==> config.mk <==
export PLATFORM = sky130hd
export DESIGN_NAME = flash_status_error_flags
export DESIGN_NICKNAME = d
export VERILOG_FILES = /design/src/shared/flash_status_pkg.sv /design/src/shared/reg_access_if.sv /design/src/verilog/apb_reg_port.sv /design/src/verilog/fault_flag_bank.sv /design/src/verilog/flash_status_error_flags.sv
export SDC_FILE = /design/constraint.sdc
export NUM_CORES = 1
export LEC_CHECK = 0
export ABC_AREA = 1
export BUFFER_PORTS_ARGS = -buffer_cell sky130_fd_sc_hd__buf_4
export CORE_UTILIZATION = 43
export CTS_BUF_LIST = sky130_fd_sc_hd__clkbuf_4 sky130_fd_sc_hd__clkbuf_8 sky130_fd_sc_hd__clkbuf_16
export DETAILED_ROUTE_END_ITERATION = 6
export PLACE_DENSITY = 0.82
export SKIP_CTS_REPAIR_TIMING = 1
export SYNTH_ARGS = -nofsm -noshare
export SYNTH_HDL_FRONTEND = slang
export SYNTH_SLANG_ARGS = --single-unit
==> constraint.sdc <==
create_clock -name pclk -period 2 [get_ports pclk]
set_clock_uncertainty 0.2 [all_clocks]
set_input_delay 0.3 -clock pclk [delete_from_list [all_inputs] [get_ports pclk]]
set_output_delay 0.3 -clock pclk [all_outputs]
set_load 0.05 [all_outputs]
==> src/shared/flash_status_pkg.sv <==
// Package with register indices, field positions and reset values of the flash status block.
package flash_status_pkg;

    // ------------------------------------------------------------
    // Register indices; the byte address is four times the index.
    // ------------------------------------------------------------
    localparam logic [11:0] IDX_FLASH_CONFIG = 12'h104;
    localparam logic [11:0] IDX_ERROR_IRQ_ENABLE = 12'h105;
    localparam logic [11:0] IDX_COMMAND_STATUS = 12'h106;
    localparam logic [11:0] IDX_FAULT_STATUS = 12'h107;
    localparam int unsigned BYTE_LANE_BITS = 2;
    localparam int unsigned ADDR_WIDTH = 14;

    // ------------------------------------------------------------
    // Field positions.
    // ------------------------------------------------------------
    localparam int unsigned POS_COMMAND_DONE_IRQ_ENABLE = 7;
    localparam int unsigned POS_IGNORE_SINGLE_FAULT = 4;
    localparam int unsigned POS_DOUBLE_FAULT_IRQ_ENABLE = 1;
    localparam int unsigned POS_SINGLE_FAULT_IRQ_ENABLE = 0;
    localparam int unsigned POS_COMMAND_DONE = 7;
    localparam int unsigned POS_ACCESS_ERROR = 5;
    localparam int unsigned POS_PROTECTION_VIOLATION = 4;
    localparam int unsigned POS_CONTROLLER_BUSY = 3;
    localparam int unsigned POS_COMPLETION_LSB = 0;
    localparam int unsigned POS_DOUBLE_FAULT = 1;
    localparam int unsigned POS_SINGLE_FAULT = 0;

    // ------------------------------------------------------------
    // Reset values and write masks.
    // ------------------------------------------------------------
    localparam logic [7:0] RESET_FLASH_CONFIG = 8'h00;
    localparam logic [7:0] RESET_ERROR_IRQ_ENABLE = 8'h00;
    localparam logic RESET_COMMAND_DONE = 1'b1;
    localparam logic [1:0] RESET_COMPLETION = 2'h0;
    localparam logic [7:0] MASK_FLASH_CONFIG = 8'h90;
    localparam logic [7:0] MASK_ERROR_IRQ_ENABLE = 8'h03;

endpackage

==> src/shared/reg_access_if.sv <==
// Interface carrying decoded register writes from the bus port to the register logic.
`timescale 1ns/1ps
interface reg_access_if;
    logic wr_en;
    logic [11:0] idx;
    logic [7:0] wdata;
    logic [7:0] rdata;
    logic hit;

    modport port (output wr_en, output idx, output wdata, input rdata, input hit);
    modport regs (input wr_en, input idx, input wdata, output rdata, output hit);
    modport watch (input wr_en, input idx, input wdata);
endinterface

==> src/verilog/apb_reg_port.sv <==
// APB slave that turns bus transfers into register reads and writes.
`timescale 1ns/1ps
module apb_reg_port
    import flash_status_pkg::*;
(
    input wire logic pclk,
    input wire logic presetn,
    input wire logic psel,
    input wire logic penable,
    input wire logic pwrite,
    input wire logic [flash_status_pkg::ADDR_WIDTH-1:0] paddr,
    input wire logic [31:0] pwdata,
    output logic [31:0] prdata,
    output logic pready,
    output logic pslverr,
    reg_access_if.port bus
);
    typedef struct packed {
        logic [7:0] rdata;
    } port_state_t;

    port_state_t state;
    port_state_t next_state;
    logic aligned;

    // ------------------------------------------------------------
    // Decode and handshake.
    // ------------------------------------------------------------
    // Read data is captured in the setup cycle so that the answer comes from a flip-flop.
    assign aligned = (paddr[BYTE_LANE_BITS-1:0] == 2'h0);
    assign bus.idx = paddr[ADDR_WIDTH-1:BYTE_LANE_BITS];
    assign bus.wdata = pwdata[7:0];
    assign bus.wr_en = psel & penable & pwrite & aligned & bus.hit;
    assign pready = 1'b1;
    assign pslverr = psel & penable & ~(aligned & bus.hit);
    assign prdata = {24'h000000, state.rdata};

    always_comb begin
        next_state = state;
        if (psel && !penable) begin
            next_state.rdata = (aligned && !pwrite) ? bus.rdata : 8'h00;
        end
    end

    always_ff @(posedge pclk or negedge presetn) begin
        if (!presetn) begin
            state <= '0;
        end else begin
            state <= next_state;
        end
    end
endmodule // apb_reg_port

==> src/verilog/fault_flag_bank.sv <==
// Write-one-to-clear single and double fault flags of the fault status register.
`timescale 1ns/1ps
module fault_flag_bank
    import flash_status_pkg::*;
(
    input wire logic pclk,
    input wire logic presetn,
    input wire logic ignore_single_fault,
    input wire logic ecc_single_fault,
    input wire logic ecc_double_fault,
    input wire logic read_collision,
    reg_access_if.watch bus,
    output logic single_fault_flag,
    output logic double_fault_flag
);
    typedef struct packed {
        logic single_fault;
        logic double_fault;
    } fault_state_t;

    fault_state_t state;
    fault_state_t next_state;
    logic clear_write;
    logic set_single;
    logic set_double;

    // A genuine fault is either single or double; a double fault overrides a single one.
    // A collision sets both flags. Sets win over a clear in the same cycle.
    assign clear_write = bus.wr_en && (bus.idx == IDX_FAULT_STATUS);
    assign set_double = ecc_double_fault | read_collision;
    assign set_single = (ecc_single_fault & ~ecc_double_fault & ~ignore_single_fault) | read_collision;

    always_comb begin
        next_state = state;
        if (clear_write && bus.wdata[POS_SINGLE_FAULT]) begin
            next_state.single_fault = 1'b0;
        end
        if (clear_write && bus.wdata[POS_DOUBLE_FAULT]) begin
            next_state.double_fault = 1'b0;
        end
        if (set_single) begin
            next_state.single_fault = 1'b1;
        end
        if (set_double) begin
            next_state.double_fault = 1'b1;
        end
    end

    always_ff @(posedge pclk or negedge presetn) begin
        if (!presetn) begin
            state <= '0;
        end else begin
            state <= next_state;
        end
    end

    assign single_fault_flag = state.single_fault;
    assign double_fault_flag = state.double_fault;
endmodule // fault_flag_bank

==> src/verilog/flash_status_error_flags.sv <==
// Status, error flag and interrupt request logic of the flash controller.
// What this block does
// - Double-fault flag with its enable set requests an interrupt; cleared enable blocks it.
// - Single-fault flag with its enable set requests an interrupt; cleared enable blocks it.
// - Both enable bits of the error interrupt enable register read back and write.
// - Command-done reads 1 when idle; writing 1 launches and clears until completion.
// - Access error sets on sequence violation or illegal command; write 1 clears.
// - With access error set, command-done write neither clears nor launches.
// - Protection violation sets on protected program or erase; write 1 clears.
// - With protection violation set, no launch and no new sequence start.
// - Busy flag reads 1 while a command runs, 0 when idle.
// - Bit 2 of the command status register always reads 0.
// - Completion status sets bits on errors in a command or the reset sequence.
// - Only done, access error and protection bits take writes; other bits fixed.
// - Double-fault flag sets on uncorrectable fault or busy-block read; write 1 clears.
// - Single-fault flag sets on corrected fault or busy-block read; write 1 clears.
// - A genuine fault sets single or double flag, never both.
// - A read colliding with a running command sets both fault flags.
// - Status after reset may differ when the reset sequence finds a double fault.
// - Fault flags are readable; writes can only clear them.
// - Ignore-single-fault set stops single-fault reporting of corrected faults and its interrupt; a colliding read still sets the flag.
// - Command-done flag with its enable set requests an interrupt.
//
// Implementation choice: register access over APB.
`timescale 1ns/1ps
module flash_status_error_flags
    import flash_status_pkg::*;
(
    input wire logic pclk,
    input wire logic presetn,
    input wire logic psel,
    input wire logic penable,
    input wire logic pwrite,
    input wire logic [flash_status_pkg::ADDR_WIDTH-1:0] paddr,
    input wire logic [31:0] pwdata,
    output logic [31:0] prdata,
    output logic pready,
    output logic pslverr,
    input wire logic command_complete,
    input wire logic [1:0] command_completion_error,
    input wire logic sequence_violation,
    input wire logic illegal_command,
    input wire logic protected_target,
    input wire logic reset_sequence_done,
    input wire logic [1:0] reset_sequence_error,
    input wire logic reset_sequence_double_fault,
    input wire logic ecc_single_fault,
    input wire logic ecc_double_fault,
    input wire logic read_collision,
    output logic command_launch,
    output logic sequence_start_allowed,
    output logic command_done_irq,
    output logic single_fault_irq,
    output logic double_fault_irq
);

    // ------------------------------------------------------------
    // State.
    // ------------------------------------------------------------
    typedef enum logic [1:0] {
        CMD_IDLE = 2'b01,
        CMD_RUNNING = 2'b10
    } cmd_phase_t;

    typedef struct packed {
        logic [7:0] flash_config;
        logic [7:0] error_irq_enable;
        cmd_phase_t phase;
        logic command_done;
        logic access_error;
        logic protection_violation;
        logic [1:0] completion_status;
        logic launch;
    } status_state_t;

    status_state_t state;
    status_state_t next_state;

    reg_access_if bus ();

    logic single_fault_flag;
    logic double_fault_flag;
    logic status_write;
    logic config_write;
    logic enable_write;
    logic launch_request;
    logic launch_allowed;
    logic access_error_event;
    logic protection_event;
    logic command_violation;
    logic [7:0] command_status_reg;
    logic [7:0] fault_status_reg;
    logic [7:0] error_interrupt_enable_reg;
    logic [7:0] flash_config_reg;
    logic controller_busy_flag;

    // ------------------------------------------------------------
    // Bus port and fault flags.
    // ------------------------------------------------------------
    apb_reg_port u_port (
        .pclk(pclk),
        .presetn(presetn),
        .psel(psel),
        .penable(penable),
        .pwrite(pwrite),
        .paddr(paddr),
        .pwdata(pwdata),
        .prdata(prdata),
        .pready(pready),
        .pslverr(pslverr),
        .bus(bus.port)
    );

    fault_flag_bank u_faults (
        .pclk(pclk),
        .presetn(presetn),
        .ignore_single_fault(state.flash_config[POS_IGNORE_SINGLE_FAULT]),
        .ecc_single_fault(ecc_single_fault),
        .ecc_double_fault(ecc_double_fault),
        .read_collision(read_collision),
        .bus(bus.watch),
        .single_fault_flag(single_fault_flag),
        .double_fault_flag(double_fault_flag)
    );

    // ------------------------------------------------------------
    // Write decode.
    // ------------------------------------------------------------
    assign status_write = bus.wr_en && (bus.idx == IDX_COMMAND_STATUS);
    assign config_write = bus.wr_en && (bus.idx == IDX_FLASH_CONFIG);
    assign enable_write = bus.wr_en && (bus.idx == IDX_ERROR_IRQ_ENABLE);

    // A launch needs an idle controller and both error flags clear as they stand before the write.
    assign launch_request = status_write && bus.wdata[POS_COMMAND_DONE];
    assign launch_allowed = state.command_done & ~state.access_error & ~state.protection_violation;

    // A new sequence may only begin while no protection violation is pending.
    assign sequence_start_allowed = ~state.protection_violation;

    assign access_error_event = sequence_violation | illegal_command;
    assign protection_event = protected_target;
    assign command_violation = (access_error_event | protection_event) && (state.phase == CMD_RUNNING);

    // ------------------------------------------------------------
    // Next state.
    // ------------------------------------------------------------
    always_comb begin
        next_state = state;
        next_state.launch = 1'b0;

        if (config_write) begin
            next_state.flash_config = bus.wdata & MASK_FLASH_CONFIG;
        end

        if (enable_write) begin
            next_state.error_irq_enable = bus.wdata & MASK_ERROR_IRQ_ENABLE;
        end

        // Write-one-to-clear of the error flags; a zero leaves them alone.
        if (status_write && bus.wdata[POS_ACCESS_ERROR]) begin
            next_state.access_error = 1'b0;
        end
        if (status_write && bus.wdata[POS_PROTECTION_VIOLATION]) begin
            next_state.protection_violation = 1'b0;
        end

        // Hardware events win over a clear in the same cycle.
        if (access_error_event) begin
            next_state.access_error = 1'b1;
        end
        if (protection_event) begin
            next_state.protection_violation = 1'b1;
        end

        case (state.phase)
            CMD_IDLE: begin
                if (launch_request && launch_allowed) begin
                    next_state.command_done = 1'b0;
                    next_state.completion_status = RESET_COMPLETION;
                    next_state.launch = 1'b1;
                    next_state.phase = CMD_RUNNING;
                end
            end
            CMD_RUNNING: begin
                if (command_complete || command_violation) begin
                    next_state.command_done = 1'b1;
                    next_state.phase = CMD_IDLE;
                end
                if (command_complete) begin
                    next_state.completion_status = command_completion_error;
                end
            end
            default: begin
                next_state.phase = CMD_IDLE;
                next_state.command_done = 1'b1;
            end
        endcase

        // The reset sequence reports its own errors; a double fault there forces both bits.
        if (reset_sequence_done) begin
            next_state.completion_status = reset_sequence_error;
            if (reset_sequence_double_fault) begin
                next_state.completion_status = 2'h3;
            end
        end
    end

    always_ff @(posedge pclk or negedge presetn) begin
        if (!presetn) begin
            state.flash_config <= RESET_FLASH_CONFIG;
            state.error_irq_enable <= RESET_ERROR_IRQ_ENABLE;
            state.phase <= CMD_IDLE;
            state.command_done <= RESET_COMMAND_DONE;
            state.access_error <= 1'b0;
            state.protection_violation <= 1'b0;
            state.completion_status <= RESET_COMPLETION;
            state.launch <= 1'b0;
        end else begin
            state <= next_state;
        end
    end

    // ------------------------------------------------------------
    // Read views.
    // ------------------------------------------------------------
    assign controller_busy_flag = ~state.command_done;

    always_comb begin
        command_status_reg = 8'h00;
        command_status_reg[POS_COMMAND_DONE] = state.command_done;
        command_status_reg[POS_ACCESS_ERROR] = state.access_error;
        command_status_reg[POS_PROTECTION_VIOLATION] = state.protection_violation;
        command_status_reg[POS_CONTROLLER_BUSY] = controller_busy_flag;
        command_status_reg[POS_COMPLETION_LSB +: 2] = state.completion_status;
    end

    always_comb begin
        fault_status_reg = 8'h00;
        fault_status_reg[POS_SINGLE_FAULT] = single_fault_flag;
        fault_status_reg[POS_DOUBLE_FAULT] = double_fault_flag;
    end

    assign error_interrupt_enable_reg = state.error_irq_enable;
    assign flash_config_reg = state.flash_config;

    always_comb begin
        bus.hit = 1'b1;
        case (bus.idx)
            IDX_FLASH_CONFIG: bus.rdata = flash_config_reg;
            IDX_ERROR_IRQ_ENABLE: bus.rdata = error_interrupt_enable_reg;
            IDX_COMMAND_STATUS: bus.rdata = command_status_reg;
            IDX_FAULT_STATUS: bus.rdata = fault_status_reg;
            default: begin
                bus.rdata = 8'h00;
                bus.hit = 1'b0;
            end
        endcase
    end

    // ------------------------------------------------------------
    // Outputs.
    // ------------------------------------------------------------
    assign command_launch = state.launch;

    // Requests are levels that stay up until the flag or its enable is cleared.
    assign command_done_irq = state.command_done & state.flash_config[POS_COMMAND_DONE_IRQ_ENABLE];
    assign single_fault_irq = single_fault_flag & state.error_irq_enable[POS_SINGLE_FAULT_IRQ_ENABLE];
    assign double_fault_irq = double_fault_flag & state.error_irq_enable[POS_DOUBLE_FAULT_IRQ_ENABLE];

endmodule // flash_status_error_flags
Word level (Yosys, flattened, before mapping) --
Index checks and enable logic that the tools add are counted.
Word-level totals: word-level logic and storage cells 89, bits in registers 22, input bits 64
Cells by class: eq/ne operators 10, bitwise logic cells 23, multiplexer cells 20, reduce and logical (&&, ||, !) cells 25
Operator list (number):
- $eq A12 B9 Y1 const B | 4
- $pmux W8 S4 | 1
- $and A1 B1 Y1 | 13
- $logic_and A1 B1 Y1 | 13
- $mux W1 | 10
- $mux W3 | 3
- $mux W8 | 1
- $reduce_bool A2 Y1 | 4
- $mux W2 | 3
- $ne A3 B3 Y1 const B | 2
- $not A1 Y1 | 6
- $pmux W3 S2 | 1
- $or A1 B1 Y1 | 4
- $pmux W2 S2 | 1
- $reduce_or A4 Y1 | 1
- $reduce_and A3 Y1 | 1
- $reduce_bool A3 Y1 | 1
- $eq A2 B1 Y1 const B | 1
- $eq A2 B2 Y1 const B | 1
- $logic_not A1 Y1 | 2
- $logic_not A2 Y1 | 1
- $ne A2 B1 Y1 const B | 1
- $ne A2 B2 Y1 const B | 1
- $reduce_and A2 Y1 | 1
- $logic_or A1 B1 Y1 | 1

Longest topological paths before layout --
Gate-level depths: netlist of the first run.
word-level depth 10, gate-level depth with buffers 10, depth with buffers taken out 9

Modules after synthesis --
From an unflattened synthesis of the first run, not the netlist that was laid out.
Unflattened totals: cells, all modules 245, area total of the unflattened synthesis 1722.9 µm²
By module, submodules not included:
- flash_status_error_flags | times used 1, sequential area each 276.5 µm², area an instance 809.5 µm², cells each 114
- apb_reg_port | times used 1, sequential area each 200.2 µm², area an instance 764.5 µm², cells each 106
- fault_flag_bank | times used 1, sequential area each 50.0 µm², area an instance 148.9 µm², cells each 25

Worst setup path after synthesis of the first run --
No wires, ideal clock.
path type input to output, from in paddr[9] (netlist bit), to out pslverr, buffers on the path 0, arrival 1.054 ns, slack 0.446 ns, required time 1.500 ns, stages on the path 6, cells stage by stage nor2_1 nand2_1 nor2_4 nand3_1 o21ai_1 inv_1
On the way: longest elaborated chain between the ends 6, elaborated cells on any way between the ends 9, those cells by class eq/ne (4); mux (1); bitwise (3); reduce/logical (1)
Ends and longest elaborated chain:
- from (decl) | line flash_status_error_flags.sv:34 | input wire logic [flash_status_pkg::ADDR_WIDTH-1:0] paddr,
- $eq A12 B9 Y1 | line flash_status_error_flags.sv:248 | case (bus.idx)
- $reduce_or A4 Y1 (no line) (*)
- $mux W1 (*) | line flash_status_error_flags.sv:248
- $and A1 B1 Y1 (*) | line apb_reg_port.sv:35 | assign pslverr = psel & penable & ~(aligned & bus.hit);
- $not A1 Y1 (*) | line apb_reg_port.sv:35
- $and A1 B1 Y1 (*) | line apb_reg_port.sv:35
- to (decl) | line flash_status_error_flags.sv:38 | output logic pslverr,
Mark *: on every way between the ends. The rest lies on a longest branch, timed or not.

Worst setup path after layout of the first run --
Same ends and word-level chain as after synthesis.

==> out/summary.txt, run 1 <==
Status - finished with violations
Failing checks - DRC, hold timing
DP Area - 0.00161 mm2
Met2 global-route usage - 31.1%
Largest family of logic cells by synthesized area - simple AND/OR/NAND/NOR gates
Die width - 57.4 um
Std-Cell Rows - 19
Pin count of the biggest net entering global routing - 20
WS Path Type - in2out
Routed len/inst - 9.61 um
CP max stage delay - 180 ps
Port Buffers - 48
Seq/Total Area, Yosys - 36.1%
CTS clk-pin slew, worst paths - 100 ps
Core area - 0.00283 mm2
Proportion of synthesized area in mux cells - 0%
Most frequent CP cell - buf_4
Compound-Gate Fraction of Synth Area - 6.82%
Setup-failing EPs final - 0
Fin. Hold Viols - 2
RR Startpoint - state[6]$_DFFE_PN1P_
Fmax - 0.587 GHz
Synth Area in Adders - 0%
Top cells by area, synth - dfrtp_1 34%, buf_4 15%, nand2_1 14%
Drt drc - 4
Synth Area in XOR/XNOR - 0%
Via density - 4.47
CP Buf/Inv Count - 3
FILL cells - 295
Critical path endpoint category - output pin
Multi-input logic area - 607 um2
Area growth, synth to finish - 24.7%
Worst hold path type - in2reg
Critical path peak fanout - 4
Leakage Power - 0.980 nW
DRT Pass-1 Iters - 6
Routed Antenna Nets - 0
Syn Std Cell Area - 0.00132 mm2
Worst-path cell chain - buf_4 > nor2_1 > nand2_1 > nor2_4 > nand3_1 > o21ai_1 > inv_1 > buf_4
Worst Hold Path EP - u_faults.double_fault_flag$_DFFE_PN0P_
Commonest non-fill, non-tap cells in the layout - 50 x nand2_1, 49 x buf_4, 27 x conb_1, 25 x inv_1, 18 x dfrtp_1
Final TNS setup - 0 ps
Power density cells - 499 mW/mm2
Chip height - 57.4 um
Layout cell share with drive strength beyond 1 - 28.5%
Gr busiest metal - met2
Util after Layout - 58.2%
Starting Density - 46.7%
Hold path start - ecc_double_fault
Number of global-route vias before repair - 1,115
WHS Path Cells - 3
Routability cong. - 0.804
Cts bufs inserted - 3
CP max-delay cell - buf_4
Global-route wire length before repair - 4500 um
Hold Slack - -3.13 ps
Simple-gate share of the synthesized area - 31.5%
Yosys top cell area share - 34.1%
Clock Tree Buf Depth - 2
Yosys warns - 0
Final #Nets - 304
I/O pins - 103
Area leader, netlist - dfrtp_1
HPWL after DPL - 2180 um
FF+latch count, synth - 19
Total power - 822 uW
H-tree Lvls - 1
Total GRT Usage - 17.1%
CTS tree - done
Mapped Cells - 188
Largest delay share family, worst path - simple AND/OR/NAND/NOR gates
Most common cell after layout, fill and taps aside - nand2_1
Final Cycle Share - 85.1%
Clk_lat worst skew - 290 ps
Max reg flops - 6
Unrepaired setup endpoints after global routing - no
CP startpoint kind - input pin
Register-to-Register Path Depth - 6
Met3 Resource Use GR - 3.40%
Total routed wirelength - 2600 um
Met1 usage - 21.2%
Clk sink count - 19
Max IR drop VDD - 0.000211 V
Syn avg cell area - 7.02 um2
Max Cap Violations - 0
Slew Limit Fails - 0
Post-layout minimum cycle time - 1700 ps
Worst Path Arrival - 1200 ps
DR iter-0 viols - 45
WP data required - 1500 ps
Reg2reg end - command_status_reg[0]$_DFFE_PN0P_
Antenna violations before repair - 0
Die ar. - 0.00330 mm2
Design area - 0.00165 mm2
Vias - 1,206
FF/Latch Area - 477 um2
Clock root buffer - clkbuf_4
Yosys cell types - 23
FF-to-FF setup slack - 600 ps
Antenna diode count - 0
Grt total ovfl - 0
-- cell usage after synthesis, drive strengths merged --
| cell | count |
|---|---|
| dfrtp | 18 |
| inv | 31 |
| a21oi | 1 |
| o21bai | 1 |
| nor2 | 19 |
| o21ai | 14 |
| nand4 | 6 |
| nand3 | 11 |
| o31ai | 1 |
| nor3 | 4 |
| dfstp | 1 |
| nand2 | 51 |
| buf | 28 |
| conb | 2 |
-- metal layers --
metal  up-vias  share of wire, %
li1        628                 -
met1       532                40
met2        43                53
met3         3               5.8
met4         0              0.65
met5         -                 0
-- metrics by stage --
step	hold WS, ps	worst slack, ps	instances
2_1_floorplan	-196	446	213
3_3_place_gp	-18.4	284	265
3_5_place_dp	-13.9	286	265
4_1_cts	-345	282	269
5_1_grt	2.22	175	270
6_report	-3.13	297	270
-- area by class of cell --
class | instances | share of cell area [%]
Multi-Input combinational cell | 135 | 36.9
Sequential cell | 19 | 29.0
Timing Repair Buffer | 50 | 22.9
Inverter | 31 | 7.07
Tap cell | 31 | 2.36
Clock buffer | 4 | 1.82
-- how the worst max path moves through the flow --
stage | from | end | slack (ps) | cells past startpoint
2_1_floorplan | paddr[9] | pslverr | 450 | 6
3_3_place_gp | paddr[9] | pslverr | 280 | 8
3_5_place_dp | paddr[9] | pslverr | 290 | 8
4_1_cts | paddr[9] | pslverr | 280 | 8
5_1_grt | paddr[9] | pslverr | 180 | 8
6_report | paddr[9] | pslverr | 300 | 8
-- cells by family after synthesis --
family                 after synthesis
flip-flops                          19
other                                2
AO/OA/AOI/OAI                       17
AND/OR/NAND/NOR                     91
buffers and inverters               59
-- worst register-to-register path: cells and delay by family (launching register included) --
kind / cells / cell delay (ps)
DFF: 1 / 570
and+or+nand+nor: 6 / 570
-- where the power goes --
part / switching (mW) / internal [mW]
clock: 0.118 / 0.0912
combinational: 0.163 / 0.0596
sequential: 0.00257 / 0.388
Note: power is estimated with default switching activity, not from simulation.
==> inputs of run 2 (changes only) <==
- CORE_UTILIZATION: 43 -> 47
- SYNTH_HIERARCHICAL: not set -> 1
==> run 2 against run 1 <==
  * The flow finishes with violations (hold timing)
  * Fmax is 9.5% lower
  * Clock power about the same
  * Critical path type unchanged
  * Sequential power grew 11%
==> out/summary.txt, run 2 <==
Area growth, synth to finish - 19.9%
Max Cap Violations - 0 (unchanged)
Clk sink count - 21 (+2)
Global-route wire length before repair - 4930 um (+9.7%)
Cts bufs inserted - 3 (unchanged)
WS Path Type - in2out
Final #Nets - 354 (+16%)
CTS tree - done
WHS Path Cells - 3 (unchanged)
Antenna violations before repair - 0 (unchanged)
Die width - 62.2 um (+8.3%)
Max IR drop VDD - 0.000331 V (+56%)
Yosys warns - 6 (+6)
FF-to-FF setup slack - 600 ps (about the same)
Commonest non-fill, non-tap cells in the layout - 62 x nand2_1, 58 x buf_4, 37 x inv_1, 27 x conb_1, 21 x nor2_1
DP Area - 0.00197 mm2 (+22%)
Via density - 4.20 (-6.0%)
Failing checks - hold timing
Dpl cells - 327 (+23%)
Syn Std Cell Area - 0.00170 mm2 (+29%)
HPWL after DPL - 2400 um (+10%)
Crit path launch - paddr[4]
Power density cells - 439 mW/mm2 (-12%)
Fmax - 0.532 GHz (-9.5%)
Critical path endpoint category - output pin
Chip height - 62.2 um (+8.3%)
Clk_lat worst skew - 300 ps (about the same)
Mapped Cells - 242 (+29%)
Layout cell share with drive strength beyond 1 - 31.5% (+3.0 points)
Status - finished with violations
Max reg flops - 8 (+2)
CTS clk-pin slew, worst paths - 100 ps (about the same)
Worst hold path type - in2reg
Vias - 1,406 (+17%)
Most common cell after layout, fill and taps aside - nand2_1
Drt drc - 0 (-4)
Number of global-route vias before repair - 1,178 (+5.7%)
Setup-failing EPs final - 0 (unchanged)
Util after Layout - 60.2% (+2.0 points)
Total routed wirelength - 2920 um (+12%)
H-tree Lvls - 1 (unchanged)
Total GRT Usage - 15.7% (-1.4 points)
Leakage Power - 1.17 nW (+19%)
Total power - 896 uW (+9.0%)
Die ar. - 0.00386 mm2 (+17%)
RR Startpoint - state[6]$_DFFE_PN1P_
Unrepaired setup endpoints after global routing - no
Routed len/inst - 8.71 um (-9.4%)
Reg2reg end - command_status_reg[0]$_DFFE_PN0P_
Final Cycle Share - 94.0% (+8.9 points)
Starting Density - 50.2% (+3.5 points)
Routability cong. - 0.781 (-2.8%)
Antenna diode count - 0 (unchanged)
DRT Pass-1 Iters - 4 (-2)
Syn avg cell area - 7.03 um2 (about the same)
Worst Path Arrival - 1380 ps (+180 ps)
Critical path peak fanout - 4 (unchanged)
Pin count of the biggest net entering global routing - 22 (+10%)
Fin. Hold Viols - 1 (-1)
Clock root buffer - clkbuf_4
CP startpoint kind - input pin
Clock Tree Buf Depth - 2 (unchanged)
Routed Antenna Nets - 0 (unchanged)
Design area - 0.00204 mm2 (+24%)
Std-Cell Rows - 21 (+2)
Core area - 0.00339 mm2 (+20%)
Register-to-Register Path Depth - 6 (unchanged)
Crit path to - pslverr
Hold Slack - -3.38 ps (-0.257 ps)
Slew Limit Fails - 0 (unchanged)
I/O pins - 103 (unchanged)
Port Buffers - 50 (+4.2%)
Post-layout minimum cycle time - 1880 ps (+178 ps)
Grt total ovfl - 0 (unchanged)
WP data required - 1500 ps (about the same)
DR iter-0 viols - 48 (+6.7%)
Non-Filler Instances - 335 (+24%)
run 2: power by group:
| part | internal [mW] | switching (mW) |
|---|---|---|
| registers | 0.430 | 0.00334 |
| clock network | 0.0912 | 0.120 |
| logic | 0.0745 | 0.177 |
| total | 0.596 | 0.300 |
run 2: stage by stage:
| step | worst slack [ps] | TNS [ps] | hold WS, ps |
|---|---|---|---|
| 6_report | 120 | 0 | -3.38 |
| 5_1_grt | 5.49 | 0 | 1.10 |
| 4_1_cts | 89.9 | 0 | -345 |
| 3_5_place_dp | -9.09 | -13.0 | -6.02 |
| 3_3_place_gp | 9.42 | 0 | -4.78 |
| 2_1_floorplan | -79.4 | -153 | -196 |
run 2: per-layer routing:
| metal | global-route usage (%) | vias to the layer above | wire [um] | share of wire (%) |
|---|---|---|---|---|
| met4 | 3.78 | 0 | 13 | 0.45 |
| li1 | - | 748 | - | - |
| met2 | 26.4 | 51 | 1500 | 52 |
| met1 | 19.7 | 605 | 1210 | 41 |
| met5 | 0 | - | 0 | 0 |
| met3 | 4.78 | 2 | 193 | 6.6 |
run 2: how the worst min path moves through the flow:
stage / end / slack, ps / start
after CTS: u_port/state[1]$_DFFE_PN0P_ / -350 / presetn
after detailed placement: u_port/state[1]$_DFFE_PN0P_ / -6 / presetn
after floorplan: command_launch$_DFF_PN0_ / -200 / presetn
final: u_faults/double_fault_flag$_DFFE_PN0P_ / -3 / ecc_double_fault
after global placement: u_port/state[0]$_DFFE_PN0P_ / -5 / presetn
after global routing: u_faults/double_fault_flag$_DFFE_PN0P_ / 1 / ecc_double_fault
run 2: cell type report:
type	count	area (um2)
multi-input cells	162	792
fillers	344	1350
flip-flops and latches	21	527
repair buffers	63	487
well taps	46	57.6
inverters	39	146
clock buffers	4	30.0
run 2: critical path, cell delays in order:
cell and delay [ps]:
buf_4 120, nand2_2 120, nor2_1 70, o21ai_0 200, nand2_2 70, buf_4 140, a31oi_2 190, buf_6 180
==> inputs of run 3 (changes only) <==
--- a/config.mk
+++ b/config.mk
@@ -6,7 +6,7 @@
 export NUM_CORES = 1
 export LEC_CHECK = 0
-export ABC_AREA = 1
 export BUFFER_PORTS_ARGS = -buffer_cell sky130_fd_sc_hd__buf_4
-export CORE_UTILIZATION = 47
+export CORE_MARGIN = 8
+export CORE_UTILIZATION = 46
 export CTS_BUF_LIST = sky130_fd_sc_hd__clkbuf_4 sky130_fd_sc_hd__clkbuf_8 sky130_fd_sc_hd__clkbuf_16
 export DETAILED_ROUTE_END_ITERATION = 6
==> constraint.sdc (replaced) <==
create_clock -name pclk -period 2 [get_ports pclk]
set_clock_uncertainty 0.2 [all_clocks]
set_input_delay 0.3 -clock pclk [delete_from_list [all_inputs] [get_ports pclk]]
set_output_delay 0.3 -clock pclk [all_outputs]
set_load 0.01 [all_outputs]
==> run 3 against run 2 <==
  * The run ends with setup timing left
  * Clock-buffer cell count shrank 1
  * Hold slack gained 5.8 ps
  * Area after synthesis decreased by 6.1%
  * Core utilization is 0.36 points lower
  * Register-to-register slack got worse by 380 ps
  * Setup slack got worse by 360 ps
  * Sequential power about the same
  * First-iteration DRC count up 23%
  * Sequential share of layout area grew 0.57 points
  * Critical path depth did not move
  * Final cell count down 23%
  * Global-route usage shrank 3.4 points
==> out/summary.txt, run 3 <==
Hold path start - ecc_double_fault
DR iter-0 viols - 59 (+23%)
WP data required - 1990 ps (+490 ps)
HPWL after DPL - 2900 um (+21%)
WHS Path Cells - 2 (-1)
Layout cell share with drive strength beyond 1 - 46.7% (+15 points)
Routability cong. - 0.789 (+1.0%)
Die ar. - 0.00561 mm2 (+45%)
H-tree Lvls - 1 (unchanged)
Antenna violations before repair - 0 (unchanged)
Clock Tree Buf Depth - 2 (unchanged)
Yosys warns - 6 (unchanged)
Post-layout minimum cycle time - 2240 ps (+362 ps)
CTS tree - done
Port Buffers - 50 (unchanged)
I/O pins - 103 (unchanged)
Final Cycle Share - 112% (+18 points)
Worst Path Arrival - 2240 ps (+860 ps)
Total routed wirelength - 3530 um (+21%)
Unrepaired setup endpoints after global routing - yes
Die width - 74.9 um (+21%)
Routed Antenna Nets - 0 (unchanged)
Failing checks - setup timing
Antenna diode count - 0 (unchanged)
DRT Pass-1 Iters - 4 (unchanged)
Syn avg cell area - 9.86 um2 (+40%)
Power density cells - 410 mW/mm2 (-6.6%)
Non-Filler Instances - 258 (-23%)
Max Cap Violations - 0 (unchanged)
Commonest non-fill, non-tap cells in the layout - 63 x buf_4, 27 x conb_1, 20 x dfrtp_1, 15 x nor2_1
Global-route wire length before repair - 5420 um (+9.9%)
Status - finished with violations
Chip height - 74.9 um (+21%)
Core area - 0.00334 mm2 (-1.6%)
Worst Hold Path EP - u_faults/double_fault_flag$_DFFE_PN0P_
Area growth, synth to finish - 25.0%
Dpl cells - 247 (-24%)
Max reg flops - 8 (unchanged)
Routed len/inst - 13.7 um (+57%)
Syn Std Cell Area - 0.00160 mm2 (-6.1%)
CP startpoint kind - input pin
WS Path Type - in2reg
Vias - 1,220 (-13%)
Register-to-Register Path Depth - 3 (-3)
Clk sink count - 21 (unchanged)
Clock root buffer - clkbuf_4
Critical path peak fanout - 2 (-2)
Std-Cell Rows - 21 (unchanged)
Clk_lat worst skew - 300 ps (about the same)
Mapped Cells - 162 (-33%)
Final #Nets - 277 (-22%)
Pin count of the biggest net entering global routing - 22 (unchanged)
Reg2reg end - command_status_reg[0]$_DFFE_PN0P_
Worst hold path type - in2reg
CTS clk-pin slew, worst paths - 110 ps (about the same)
Drt drc - 0 (unchanged)
Number of global-route vias before repair - 1,229 (+4.3%)
Cts bufs inserted - 3 (unchanged)
Max IR drop VDD - 0.000361 V (+9.3%)
Critical path endpoint category - flop
Total power - 819 uW (-8.6%)
Leakage Power - 0.992 nW (-15%)
FF-to-FF setup slack - 220 ps (-380 ps)
Total GRT Usage - 12.4% (-3.4 points)
Grt total ovfl - 0 (unchanged)
Setup-failing EPs final - 3 (+3)
Most common cell after layout, fill and taps aside - buf_4
Via density - 4.73 (+13%)
Slew Limit Fails - 0 (unchanged)
Starting Density - 47.8% (-2.3 points)
Fmax - 0.446 GHz (-16%)
RR Startpoint - command_status_reg[5]$_DFFE_PN0P_
Fin. Hold Viols - 0 (-1)
Worst Slack Setup Final - -242 ps (-362 ps)
==> run 3: worst max path at each step <==
| stage | startpoint | slack (ps) | cells past startpoint | end |
|---|---|---|---|---|
| floorplan | paddr[6] | -570 | 8 | u_faults/double_fault_flag$_DFFE_PN0P_ |
| global placement | paddr[6] | -600 | 8 | u_faults/double_fault_flag$_DFFE_PN0P_ |
| detailed placement | paddr[6] | -640 | 8 | u_faults/double_fault_flag$_DFFE_PN0P_ |
| CTS | paddr[6] | -310 | 8 | u_faults/double_fault_flag$_DFFE_PN0P_ |
| global route | paddr[9] | -320 | 8 | u_faults/double_fault_flag$_DFFE_PN0P_ |
| finish | paddr[9] | -240 | 8 | u_faults/double_fault_flag$_DFFE_PN0P_ |
==> run 3: worst max-delay path, cell delays in order <==
cell	delay, ps
buf_4	120
nor4b_4	300
nand3_2	120
inv_2	80
and3_4	170
or4b_4	460
or4_4	420
a211o_1	260
==> run 3: per-stage QoR <==
step | hold slack (ps) | TNS, ps | util, % | instance area, um2 | worst slack, ps
2_1_floorplan | -196 | -1090 | - | 1720 | -570
3_3_place_gp | -4.38 | -1830 | 56.5 | 1880 | -597
3_5_place_dp | -2.97 | -1960 | 56.5 | 1880 | -641
4_1_cts | -344 | -323 | 57.3 | 1910 | -312
5_1_grt | 1.36 | -537 | 59.8 | 2000 | -317
6_report | 2.42 | -279 | 59.8 | 2000 | -242
==> run 3: power by group <==
group	total, mW	switching [mW]	internal [mW]
Sequential	0.435	0.00459	0.431
Clock	0.202	0.128	0.0745
Combinational	0.181	0.0881	0.0932
==> run 3: layout make-up <==
type,instances,area [um2]
fillers,305,1340
multi-input cells,114,827
clock inverters,1,5.00
flip-flops and latches,21,527
repair buffers,69,542
well taps,46,57.6
clock buffers,3,22.5
inverters,4,15.0
==> run 3: routing by layer <==
layer  GRT usage [%]  routed length, um
met5               0                  0
met4            3.70                 42
met3            3.73                353
met2            19.9               1650
met1            15.4               1480
